<file path="src/common/dpt_pkg.sv">
// Package: register map, field layout and types of the dual prescaled timer
package dpt_pkg;

	// ------------------------------------------------------------
	// Register map
	// ------------------------------------------------------------
	localparam logic [15:0] ADDR_CONTROL    = 16'hfe18;
	localparam logic [15:0] ADDR_PRESCALE   = 16'hfe19;
	localparam logic [15:0] ADDR_LOW_COUNT  = 16'hfe1a;
	localparam logic [15:0] ADDR_HIGH_COUNT = 16'hfe1b;
	localparam logic [15:0] ADDR_LOW_MATCH  = 16'hfe1c;
	localparam logic [15:0] ADDR_HIGH_MATCH = 16'hfe1d;
	localparam logic [15:0] ADDR_EVENT_CFG  = 16'hfe1e;

	// ------------------------------------------------------------
	// Reset values and constants
	// ------------------------------------------------------------
	localparam logic [7:0] RST_CONTROL   = 8'h00;
	localparam logic [7:0] RST_PRESCALE  = 8'h00;
	localparam logic [7:0] RST_MATCH     = 8'h00;
	localparam logic [7:0] RST_EVENT_CFG = 8'h00;
	localparam logic [7:0] COUNT_ZERO    = 8'h00;
	localparam logic [7:0] COUNT_TOP     = 8'hff;
	localparam logic [7:0] READ_UNMAPPED = 8'h00;
	localparam int         EVENT_SEL_BIT = 0;

	// ------------------------------------------------------------
	// Types
	// ------------------------------------------------------------
	typedef struct packed {
		logic high_run;
		logic low_run;
		logic cascade_select;
		logic pwm_select;
		logic high_match_flag;
		logic high_irq_enable;
		logic low_match_flag;
		logic low_irq_enable;
	} dpt_ctrl_s;

	typedef struct packed {
		logic       high_prescale_enable;
		logic [2:0] high_prescale_code;
		logic       low_prescale_enable;
		logic [2:0] low_prescale_code;
	} dpt_presc_s;

	typedef struct packed {
		logic [15:0] addr;
		logic [7:0]  wdata;
		logic        wr;
		logic        rd;
	} dpt_bus_s;

endpackage

</file>
<file path="src/hdl/dpt_timer.sv">
// Dual 8-bit prescaled timer with toggle and PWM outputs
//
// Behaviour
// - Mode 0: two independent timers, low may count events
// - Mode 0: pins toggle once per counter period
// - Mode 1: two 8-bit PWMs on cycle clock
// - Mode 2: high counts low matches, 16-bit
// - Mode 3: low PWM, high counts PWM periods
// - Period interrupt requests only when enabled
// - Stopped counter holds its pin high
// - Running with match FFH holds pin low
// - Low prescaler runs with low run bit
// - Low prescaler input: half rate modes 0/2
// - Low prescale divide 1, or 2 to 256
// - Low prescaler cleared on stop or reset
// - High prescaler runs with high run bit
// - High prescaler input depends on mode
// - High prescale uses same divide encoding
// - High prescaler cleared on stop or reset
// - Low counter advances on prescaler tick
// - Low match when count equals buffer
// - Low counter cleared on stop, match 0/2
// - Buffer tracks when stopped, reloads at zero
// - PWM pin low on overflow, high on match
// - High counter cleared on stop, match 0/2/3
//
// The plain strobed port was left to the implementer.
`timescale 1ns/10ps
`default_nettype none

module dpt_timer (
	input  wire logic        CLK_SYS_I,
	input  wire logic        NRST_I,
	input  wire logic [15:0] ADDR_I,
	input  wire logic [7:0]  WDATA_I,
	input  wire logic        WR_I,
	input  wire logic        RD_I,
	input  wire logic        EVENT_I,
	output var  logic [7:0]  RDATA_O,
	output var  logic        LOW_PIN_O,
	output var  logic        HIGH_PIN_O,
	output var  logic        LOW_IRQ_O,
	output var  logic        HIGH_IRQ_O
);

	// ------------------------------------------------------------
	// Declarations
	// ------------------------------------------------------------
	dpt_pkg::dpt_bus_s   bus;
	dpt_pkg::dpt_ctrl_s  ctrl;
	dpt_pkg::dpt_presc_s presc;
	logic [7:0] low_match_reg;
	logic [7:0] high_match_reg;
	logic [7:0] event_cfg;
	logic [7:0] low_cnt;
	logic [7:0] high_cnt;
	logic [7:0] low_buf;
	logic [7:0] high_buf;
	logic [7:0] low_pre;
	logic [7:0] high_pre;
	logic       div2;
	logic       ev_meta;
	logic       ev_sync;
	logic       ev_prev;
	logic       ev_edge;
	logic       low_in;
	logic       high_in;
	logic       low_tick;
	logic       high_tick;
	logic       low_match;
	logic       high_match;
	logic       low_period;
	logic       high_period;
	logic       low_pwm_mode;
	logic       high_pwm_mode;
	logic       low_clr_on_match;
	logic       high_clr_on_match;
	logic [7:0] low_limit;
	logic [7:0] high_limit;
	logic [7:0] next_rdata;

	assign bus = '{addr: ADDR_I, wdata: WDATA_I, wr: WR_I, rd: RD_I};

	// Divide enable and code to a terminal count of the prescaler
	function automatic logic [7:0] pre_limit(input logic en,
	                                         input logic [2:0] code);
		logic [8:0] span;
		span = 9'h002 << code;
		pre_limit = en ? 8'(span - 9'h001) : 8'h00;
	endfunction

	// ------------------------------------------------------------
	// Mode decode
	// ------------------------------------------------------------
	assign low_pwm_mode      = ctrl.pwm_select;
	assign high_pwm_mode     = ctrl.pwm_select && !ctrl.cascade_select;
	assign low_clr_on_match  = !ctrl.pwm_select;
	assign high_clr_on_match = !high_pwm_mode;
	assign low_limit  = pre_limit(presc.low_prescale_enable,
	                              presc.low_prescale_code);
	assign high_limit = pre_limit(presc.high_prescale_enable,
	                              presc.high_prescale_code);

	// ------------------------------------------------------------
	// Event input and half-rate base tick
	// ------------------------------------------------------------
	// synchronise event pin
	always_ff @(posedge CLK_SYS_I) begin
		if (!NRST_I) begin
			ev_meta <= 1'b0;
			ev_sync <= 1'b0;
			ev_prev <= 1'b0;
		end else begin
			ev_meta <= EVENT_I;
			ev_sync <= ev_meta;
			ev_prev <= ev_sync;
		end
	end
	assign ev_edge = ev_sync && !ev_prev;

	always_ff @(posedge CLK_SYS_I) begin
		if (!NRST_I) begin
			div2 <= 1'b0;
		end else begin
			div2 <= !div2;
		end
	end

	// ------------------------------------------------------------
	// Prescaler inputs
	// ------------------------------------------------------------
	// low input source
	always_comb begin
		if (low_pwm_mode) begin
			low_in = 1'b1;
		end else if (event_cfg[dpt_pkg::EVENT_SEL_BIT]) begin
			low_in = ev_edge;
		end else begin
			low_in = div2;
		end
	end

	always_comb begin
		unique case ({ctrl.cascade_select, ctrl.pwm_select})
			2'b00: high_in = div2;
			2'b01: high_in = 1'b1;
			2'b10: high_in = low_tick && low_match;
			2'b11: high_in = low_tick && (low_cnt == dpt_pkg::COUNT_TOP);
		endcase
	end

	// At or above: a smaller divide written while running must not wrap
	assign low_tick  = ctrl.low_run && low_in && (low_pre >= low_limit);
	assign high_tick = ctrl.high_run && high_in
	                   && (high_pre >= high_limit);

	// ------------------------------------------------------------
	// Prescalers
	// ------------------------------------------------------------
	// low prescaler
	always_ff @(posedge CLK_SYS_I) begin
		if (!NRST_I || !ctrl.low_run) begin
			low_pre <= dpt_pkg::COUNT_ZERO;
		end else if (low_in) begin
			low_pre <= low_tick ? dpt_pkg::COUNT_ZERO : low_pre + 8'h01;
		end
	end

	always_ff @(posedge CLK_SYS_I) begin
		if (!NRST_I || !ctrl.high_run) begin
			high_pre <= dpt_pkg::COUNT_ZERO;
		end else if (high_in) begin
			high_pre <= high_tick ? dpt_pkg::COUNT_ZERO : high_pre + 8'h01;
		end
	end

	// ------------------------------------------------------------
	// Counters and match buffers
	// ------------------------------------------------------------
	// match against buffer
	assign low_match  = (low_cnt == low_buf);
	assign high_match = (high_cnt == high_buf);
	assign low_period  = low_tick && (low_clr_on_match ? low_match
	                     : low_cnt == dpt_pkg::COUNT_TOP);
	assign high_period = high_tick && (high_clr_on_match ? high_match
	                     : high_cnt == dpt_pkg::COUNT_TOP);

	always_ff @(posedge CLK_SYS_I) begin
		if (!NRST_I || !ctrl.low_run) begin
			low_cnt <= dpt_pkg::COUNT_ZERO;
		end else if (low_tick) begin
			low_cnt <= (low_clr_on_match && low_match)
			           ? dpt_pkg::COUNT_ZERO : low_cnt + 8'h01;
		end
	end

	always_ff @(posedge CLK_SYS_I) begin
		if (!NRST_I || !ctrl.high_run) begin
			high_cnt <= dpt_pkg::COUNT_ZERO;
		end else if (high_tick) begin
			high_cnt <= (high_clr_on_match && high_match)
			            ? dpt_pkg::COUNT_ZERO : high_cnt + 8'h01;
		end
	end

	// buffers reload only at zero or while stopped, so a period is never cut short
	always_ff @(posedge CLK_SYS_I) begin
		if (!NRST_I) begin
			low_buf  <= dpt_pkg::RST_MATCH;
			high_buf <= dpt_pkg::RST_MATCH;
		end else begin
			if (!ctrl.low_run || low_cnt == dpt_pkg::COUNT_ZERO) begin
				low_buf <= low_match_reg;
			end
			if (!ctrl.high_run || high_cnt == dpt_pkg::COUNT_ZERO) begin
				high_buf <= high_match_reg;
			end
		end
	end

	// ------------------------------------------------------------
	// Output pins
	// ------------------------------------------------------------
	// low pin
	always_ff @(posedge CLK_SYS_I) begin
		if (!NRST_I || !ctrl.low_run) begin
			LOW_PIN_O <= 1'b1;
		end else if (low_match_reg == dpt_pkg::COUNT_TOP) begin
			LOW_PIN_O <= 1'b0;
		end else if (low_pwm_mode) begin
			if (low_tick && low_match) begin
				LOW_PIN_O <= 1'b1;
			end else if (low_tick && low_cnt == dpt_pkg::COUNT_TOP) begin
				LOW_PIN_O <= 1'b0;
			end
		end else if (low_tick && low_match) begin
			LOW_PIN_O <= !LOW_PIN_O;
		end
	end

	always_ff @(posedge CLK_SYS_I) begin
		if (!NRST_I || !ctrl.high_run) begin
			HIGH_PIN_O <= 1'b1;
		end else if (high_match_reg == dpt_pkg::COUNT_TOP) begin
			HIGH_PIN_O <= 1'b0;
		end else if (high_pwm_mode) begin
			if (high_tick && high_match) begin
				HIGH_PIN_O <= 1'b1;
			end else if (high_tick && high_cnt == dpt_pkg::COUNT_TOP) begin
				HIGH_PIN_O <= 1'b0;
			end
		end else if (high_tick && high_match) begin
			HIGH_PIN_O <= !HIGH_PIN_O;
		end
	end

	// ------------------------------------------------------------
	// Registers
	// ------------------------------------------------------------
	// flags: a period in the clearing cycle still sets the flag
	always_ff @(posedge CLK_SYS_I) begin
		if (!NRST_I) begin
			ctrl <= dpt_pkg::RST_CONTROL;
		end else begin
			if (bus.wr && bus.addr == dpt_pkg::ADDR_CONTROL) begin
				ctrl <= bus.wdata;
			end
			if (low_period) begin
				ctrl.low_match_flag <= 1'b1;
			end
			if (high_period) begin
				ctrl.high_match_flag <= 1'b1;
			end
		end
	end

	always_ff @(posedge CLK_SYS_I) begin
		if (!NRST_I) begin
			presc          <= dpt_pkg::RST_PRESCALE;
			low_match_reg  <= dpt_pkg::RST_MATCH;
			high_match_reg <= dpt_pkg::RST_MATCH;
			event_cfg      <= dpt_pkg::RST_EVENT_CFG;
		end else if (bus.wr) begin
			unique case (bus.addr)
				dpt_pkg::ADDR_PRESCALE:   presc          <= bus.wdata;
				dpt_pkg::ADDR_LOW_MATCH:  low_match_reg  <= bus.wdata;
				dpt_pkg::ADDR_HIGH_MATCH: high_match_reg <= bus.wdata;
				dpt_pkg::ADDR_EVENT_CFG:  event_cfg      <= bus.wdata;
				default: ;
			endcase
		end
	end

	always_comb begin
		unique case (bus.addr)
			dpt_pkg::ADDR_CONTROL:    next_rdata = ctrl;
			dpt_pkg::ADDR_PRESCALE:   next_rdata = presc;
			dpt_pkg::ADDR_LOW_COUNT:  next_rdata = low_cnt;
			dpt_pkg::ADDR_HIGH_COUNT: next_rdata = high_cnt;
			dpt_pkg::ADDR_LOW_MATCH:  next_rdata = low_match_reg;
			dpt_pkg::ADDR_HIGH_MATCH: next_rdata = high_match_reg;
			dpt_pkg::ADDR_EVENT_CFG:  next_rdata = event_cfg;
			default:                  next_rdata = dpt_pkg::READ_UNMAPPED;
		endcase
	end

	// Read data valid only in the cycle after the strobe
	always_ff @(posedge CLK_SYS_I) begin
		if (!NRST_I || !bus.rd) begin
			RDATA_O <= dpt_pkg::READ_UNMAPPED;
		end else begin
			RDATA_O <= next_rdata;
		end
	end

	always_ff @(posedge CLK_SYS_I) begin
		if (!NRST_I) begin
			LOW_IRQ_O  <= 1'b0;
			HIGH_IRQ_O <= 1'b0;
		end else begin
			LOW_IRQ_O  <= ctrl.low_match_flag && ctrl.low_irq_enable;
			HIGH_IRQ_O <= ctrl.high_match_flag && ctrl.high_irq_enable;
		end
	end

	// ------------------------------------------------------------
	// Assertions
	// ------------------------------------------------------------
	property p_low_stop_high;
		@(posedge CLK_SYS_I) disable iff (!NRST_I)
		!ctrl.low_run ##1 !ctrl.low_run |-> LOW_PIN_O && low_cnt == 8'h00;
	endproperty
	a_low_stop_high: assert property (p_low_stop_high)
		else $error("Stopped low counter not idle");

	property p_low_ff_low;
		@(posedge CLK_SYS_I) disable iff (!NRST_I)
		ctrl.low_run && low_match_reg == 8'hff |=> !LOW_PIN_O;
	endproperty
	a_low_ff_low: assert property (p_low_ff_low)
		else $error("Low pin not held low at match FFH");

	property p_low_match_clear;
		@(posedge CLK_SYS_I) disable iff (!NRST_I)
		ctrl.low_run && !ctrl.pwm_select && low_tick && low_match
		##1 ctrl.low_run |-> low_cnt == 8'h00;
	endproperty
	a_low_match_clear: assert property (p_low_match_clear)
		else $error("Low counter not cleared on match");

	property p_flag_set;
		@(posedge CLK_SYS_I) disable iff (!NRST_I)
		low_period |=> ctrl.low_match_flag;
	endproperty
	a_flag_set: assert property (p_flag_set)
		else $error("Low flag lost at period");

	property p_irq_gate;
		@(posedge CLK_SYS_I) disable iff (!NRST_I)
		ctrl.high_match_flag && ctrl.high_irq_enable |=> HIGH_IRQ_O
		##1 (!ctrl.high_irq_enable)[*2] |-> !HIGH_IRQ_O;
	endproperty
	a_irq_gate: assert property (p_irq_gate)
		else $error("High interrupt not gated by enable");

	property p_pre_clear;
		@(posedge CLK_SYS_I) disable iff (!NRST_I)
		!ctrl.high_run |=> high_pre == 8'h00 && high_cnt == 8'h00;
	endproperty
	a_pre_clear: assert property (p_pre_clear)
		else $error("High prescaler not cleared when stopped");

	property p_div_one;
		@(posedge CLK_SYS_I) disable iff (!NRST_I)
		ctrl.low_run && ctrl.pwm_select && !presc.low_prescale_enable
		|-> low_tick;
	endproperty
	a_div_one: assert property (p_div_one)
		else $error("Low tick missing at full rate");

	property p_buf_track;
		@(posedge CLK_SYS_I) disable iff (!NRST_I)
		!ctrl.low_run |=> low_buf == $past(low_match_reg);
	endproperty
	a_buf_track: assert property (p_buf_track)
		else $error("Low buffer does not track when stopped");

	property p_cascade_in;
		@(posedge CLK_SYS_I) disable iff (!NRST_I)
		ctrl.cascade_select && !ctrl.pwm_select && ctrl.high_run
		&& !(low_tick && low_match)
		|=> $stable(high_pre) && $stable(high_cnt);
	endproperty
	a_cascade_in: assert property (p_cascade_in)
		else $error("High section moved without a low match");

	property p_toggle;
		@(posedge CLK_SYS_I) disable iff (!NRST_I)
		ctrl.low_run && !ctrl.pwm_select && low_tick && low_match
		&& low_match_reg != 8'hff ##1 ctrl.low_run
		&& low_match_reg != 8'hff |-> LOW_PIN_O != $past(LOW_PIN_O);
	endproperty
	a_toggle: assert property (p_toggle)
		else $error("Low pin did not toggle on match");

	property p_pwm_low;
		@(posedge CLK_SYS_I) disable iff (!NRST_I)
		ctrl.low_run && ctrl.pwm_select && low_tick
		&& low_cnt == 8'hff && low_buf != 8'hff
		&& low_match_reg != 8'hff |=> !LOW_PIN_O;
	endproperty
	a_pwm_low: assert property (p_pwm_low)
		else $error("PWM pin not cleared on overflow");

endmodule

`default_nettype wire

</file>
<file path="config.mk">
export PLATFORM = sky130hd
export DESIGN_NAME = dpt_timer
export DESIGN_NICKNAME = d
export VERILOG_FILES = /design/src/common/dpt_pkg.sv /design/src/hdl/dpt_timer.sv
export SDC_FILE = /design/constraint.sdc
export NUM_CORES = 1
export LEC_CHECK = 0
export ABC_AREA = 1
export BUFFER_PORTS_ARGS = -buffer_cell sky130_fd_sc_hd__buf_4
export CORE_UTILIZATION = 46
export CTS_CLUSTER_SIZE = 20
export DETAILED_ROUTE_END_ITERATION = 8
export PLACE_DENSITY = 0.66
export SYNTH_ARGS = -nofsm -noshare
export SYNTH_HDL_FRONTEND = slang
export SYNTH_SLANG_ARGS = --single-unit
</file>
<file path="constraint.sdc">
create_clock -name CLK_SYS_I -period 3.25 [get_ports CLK_SYS_I]
set_input_delay 0.975 -clock CLK_SYS_I [delete_from_list [all_inputs] [get_ports CLK_SYS_I]]
set_output_delay 0.975 -clock CLK_SYS_I [all_outputs]
set_load 0.01 [all_outputs]
</file>
==> results.json <==
{
  "slowest_delay_ns": 0.43,
  "cts_buffer_depth": 2,
  "place.gp.congestion": 0.893,
  "dp_hpwl_mm": 11.3,
  "synthesis.area_sq_um": 5600,
  "met1_length_mm": 6.76,
  "timing.critical_path.cells": "inv_1, nand3_1, ha_1, o21ai_0, o21ai_0, o311ai_1, ha_1, a21oi_1, nor2_1, nor2_2, nand2_1, nand4_1, nand3_4, nand3_4, nor2_1, nand2_1, nand2_1, nand2_1, nand3_1",
  "viasPerCell": 5.42,
  "status": "complete, but fails checks",
  "utilization_pct": 54.4,
  "dieArea_sq_um": 12600,
  "holdBufCountCts": 0,
  "cp-startpoint": "presc[1]$_SDFFE_PN0P_",
  "wirelength_mm": 14.8,
  "fin_crit_ns": 3.03,
  "ir_drop_mv": 0.318,
  "endpoint_kind": "register",
  "hold_path.class": "register to register",
  "nets": 864,
  "synth_commonest_cells": "129 x nand2_1, 109 x inv_1, 104 x dfxtp_1",
  "cts_tree": "done",
  "drc": 1,
  "r2r_end": "HIGH_PIN_O$_SDFFE_PP1P_",
  "synth.most_common_cell": "nand2_1",
  "critPathArrivalTime_ns": 3.28,
  "p_sw_mw": 0.587,
  "clk_pin_slew_worst_paths_ns": 0.07,
  "routedWlPerCell_um": 15.4,
  "ys.flop_type": "dfxtp_1",
  "rows": 39,
  "finalPower_mw": 2.43,
  "synth-async-reset-ratio_pct": 0,
  "grt_max_degree": 31,
  "total_leakage_power_nw": 2.64,
  "violations": "design-rule violations",
  "yosysTopAreaCell": "dfxtp_1",
  "critPathBufInv": 1,
  "h-tree-depth": 3,
  "finClkSkew_ns": 0.00713,
  "port_buffers": 40,
  "syn_inst": 775,
  "dieWidth_um": 112,
  "diodes": 0,
  "numCtsBuffers": 9,
  "hp-start": "ev_meta$_SDFF_PN0_",
  "clkPwrFrac_pct": 43.6,
  "wl_met3_um": 796,
  "finalMaxSlewViolations": 0,
  "fin_tns_setup_ns": 0,
  "r2r_cells": 19,
  "worst-path-stages": 19,
  "die_y_um": 112,
  "clock_sinks": 104,
  "grt_pass1_wl_mm": 24.0,
  "drive_above_1_share_pct": 12.9,
  "syn_to_final_growth_pct": 13.0,
  "initial_core_util_pct": 48.2,
  "fmax_mhz": 330,
  "synthTopCellsByArea": "dfxtp_1 37%, nand2_1 8.7%, a21oi_1 7.5%",
  "power_density_nw_per_um2": 385,
  "clock_latency_ns": 0.36,
  "cp_slowest_cell": "dfxtp_1",
  "timing.rr.start": "presc[1]$_SDFFE_PN0P_",
  "met2_length_mm": 6.89,
  "core_area_sq_um": 11600,
  "grtUsageTotal_pct": 24.3,
  "synth_cell_types": 46,
  "cp.required_ns": 3.50,
  "ys.warnings.count": 0,
  "antenna_found_initial": 0,
  "via_count": 5201,
  "worstSetupPathType": "register to register",
  "ys_ff_latch": 104,
  "cts-root-buf": "clkbuf_16",
  "internal-power_mw": 1.84,
  "p_comb_share_pct": 3.9,
  "cp-start-kind": "register",
  "p_sw_share_pct": 24.1,
  "grt_pass1_vias": 4926,
  "firstDrtPassIters": 7,
  "synth_nets": 828,
  "overflow": 0,
  "setup_viol": 0,
  "ios": 41,
  "crit_path_end": "HIGH_PIN_O$_SDFFE_PP1P_",
  "synth_area_per_cell_sq_um": 7.22,
  "crit_fanout": 11,
  "ant_nets": 0,
  "maxUsedRoutingLayer": "met4",
  "maxCapViolations": 0,
  "worstMarginPinSlew_ns": 0.757,
  "cp_common_cell": "nand2_1",
  "synth_edf_count": 0,
  "hold_viol": 0,
  "rsz0062_at_grt": "no",
  "yosysSeqAreaShare_pct": 37.2,
  "timing.final.crit_share_pct": 93.2,
  "maxSlewHeadroom_pct": 49.2,
  "rrSetupSlack_ns": 0.22,
  "pwr-share-seq_pct": 52.5,
  "first_iter_violations": 373,
  "cp_top_family": "simple AND/OR/NAND/NOR gates",
  "synth.top_cell.area_share_pct": 37.2
}
timing repair:
action,4_1_cts,5_1_grt
gates resized for setup,1,6
pin swaps,0,1
endpoints found under the setup margin,3,17
buffers inserted,0,2
final cells by class:
class                           count  area (sq um)
Sequential cell                   104          2080
Timing Repair Buffer               46           345
Tap cell                          143           179
Multi-Input combinational cell    534          2990
Fill cell                        1132          5290
Clock buffer                        9           225
Clock inverter                      7          61.3
Inverter                          116           435
power groups by stage:
| stage | Combinational [mW] | Sequential [mW] | Clock [mW] |
|---|---|---|---|
| 6_report | 0.0947 | 1.28 | 1.06 |
| 5_1_grt | 0.104 | 1.28 | 1.13 |
| 4_1_cts | 0.0939 | 1.28 | 1.09 |
| 3_5_place_dp | 0.0934 | 1.31 | 0 |
| 3_3_place_gp | 0.0920 | 1.31 | 0 |
| 2_1_floorplan | 0.0447 | 1.31 | 0 |
placed cells by master (no fill, tap or decap), types with 6 or more instances in the layout:
| cell type | n |
|---|---|
| a211oi_1 | 8 |
| a21oi_1 | 84 |
| buf_4 | 46 |
| clkbuf_16 | 9 |
| dfxtp_1 | 103 |
| ha_1 | 24 |
| inv_1 | 108 |
| inv_2 | 8 |
| nand2_1 | 128 |
| nand2_2 | 6 |
| nand3_1 | 46 |
| nand4_1 | 14 |
| nor2_1 | 60 |
| nor3_1 | 11 |
| nor4_1 | 7 |
| o21ai_0 | 70 |
| o22ai_1 | 8 |
| xnor2_1 | 13 |
| xor2_1 | 6 |
routing by layer:
metal	track usage, %	vias to the layer above
met5	0	-
met4	10.4	0
met3	3.89	23
met2	40.7	150
met1	31.1	2384
li1	-	2644
stage by stage:
stage	setup WS [ns]	instances	area (sq um)	hold slack [ns]
after global placement	0.319	941	6000	0.397
after detailed placement	0.00897	941	6000	0.413
after global routing	0.00607	959	6320	0.454
final	0.220	959	6320	0.423
after floorplan	0.459	775	5600	0.390
after CTS	0.0413	957	6290	0.431
worst min path at each step:
stage                          to  depth (start not counted)  slack (ns)
2_1_floorplan  ev_sync$_SDFF_PN0_                          2        0.39
3_5_place_dp   ev_sync$_SDFF_PN0_                          2        0.41
6_report       ev_sync$_SDFF_PN0_                          2        0.42
4_1_cts        ev_sync$_SDFF_PN0_                          2        0.43
5_1_grt        ev_prev$_SDFF_PN0_                          2        0.45
3_3_place_gp   ev_sync$_SDFF_PN0_                          2        0.40
worst reg2reg max path, delay by kind of cell, from the launching register on:
| kind | cells | cell delay (ns) |
|---|---|---|
| and+or+nand+nor | 12 | 1.28 |
| adders and majority gates | 2 | 0.53 |
| AOI/OAI and AO/OA | 4 | 0.54 |
| buffers and inverters | 1 | 0.15 |
| DFF | 1 | 0.43 |
kinds of logic after synthesis:
family / share of synthesized area (%)
adders and majority gates: 5.37
xor gates and xnor gates: 3.56
buffers and inverters: 9.68
AOI/OAI and AO/OA: 18.3
and+or+nand+nor: 25.8
DFF: 37.2
Note: power is estimated with default switching activity, not from simulation.
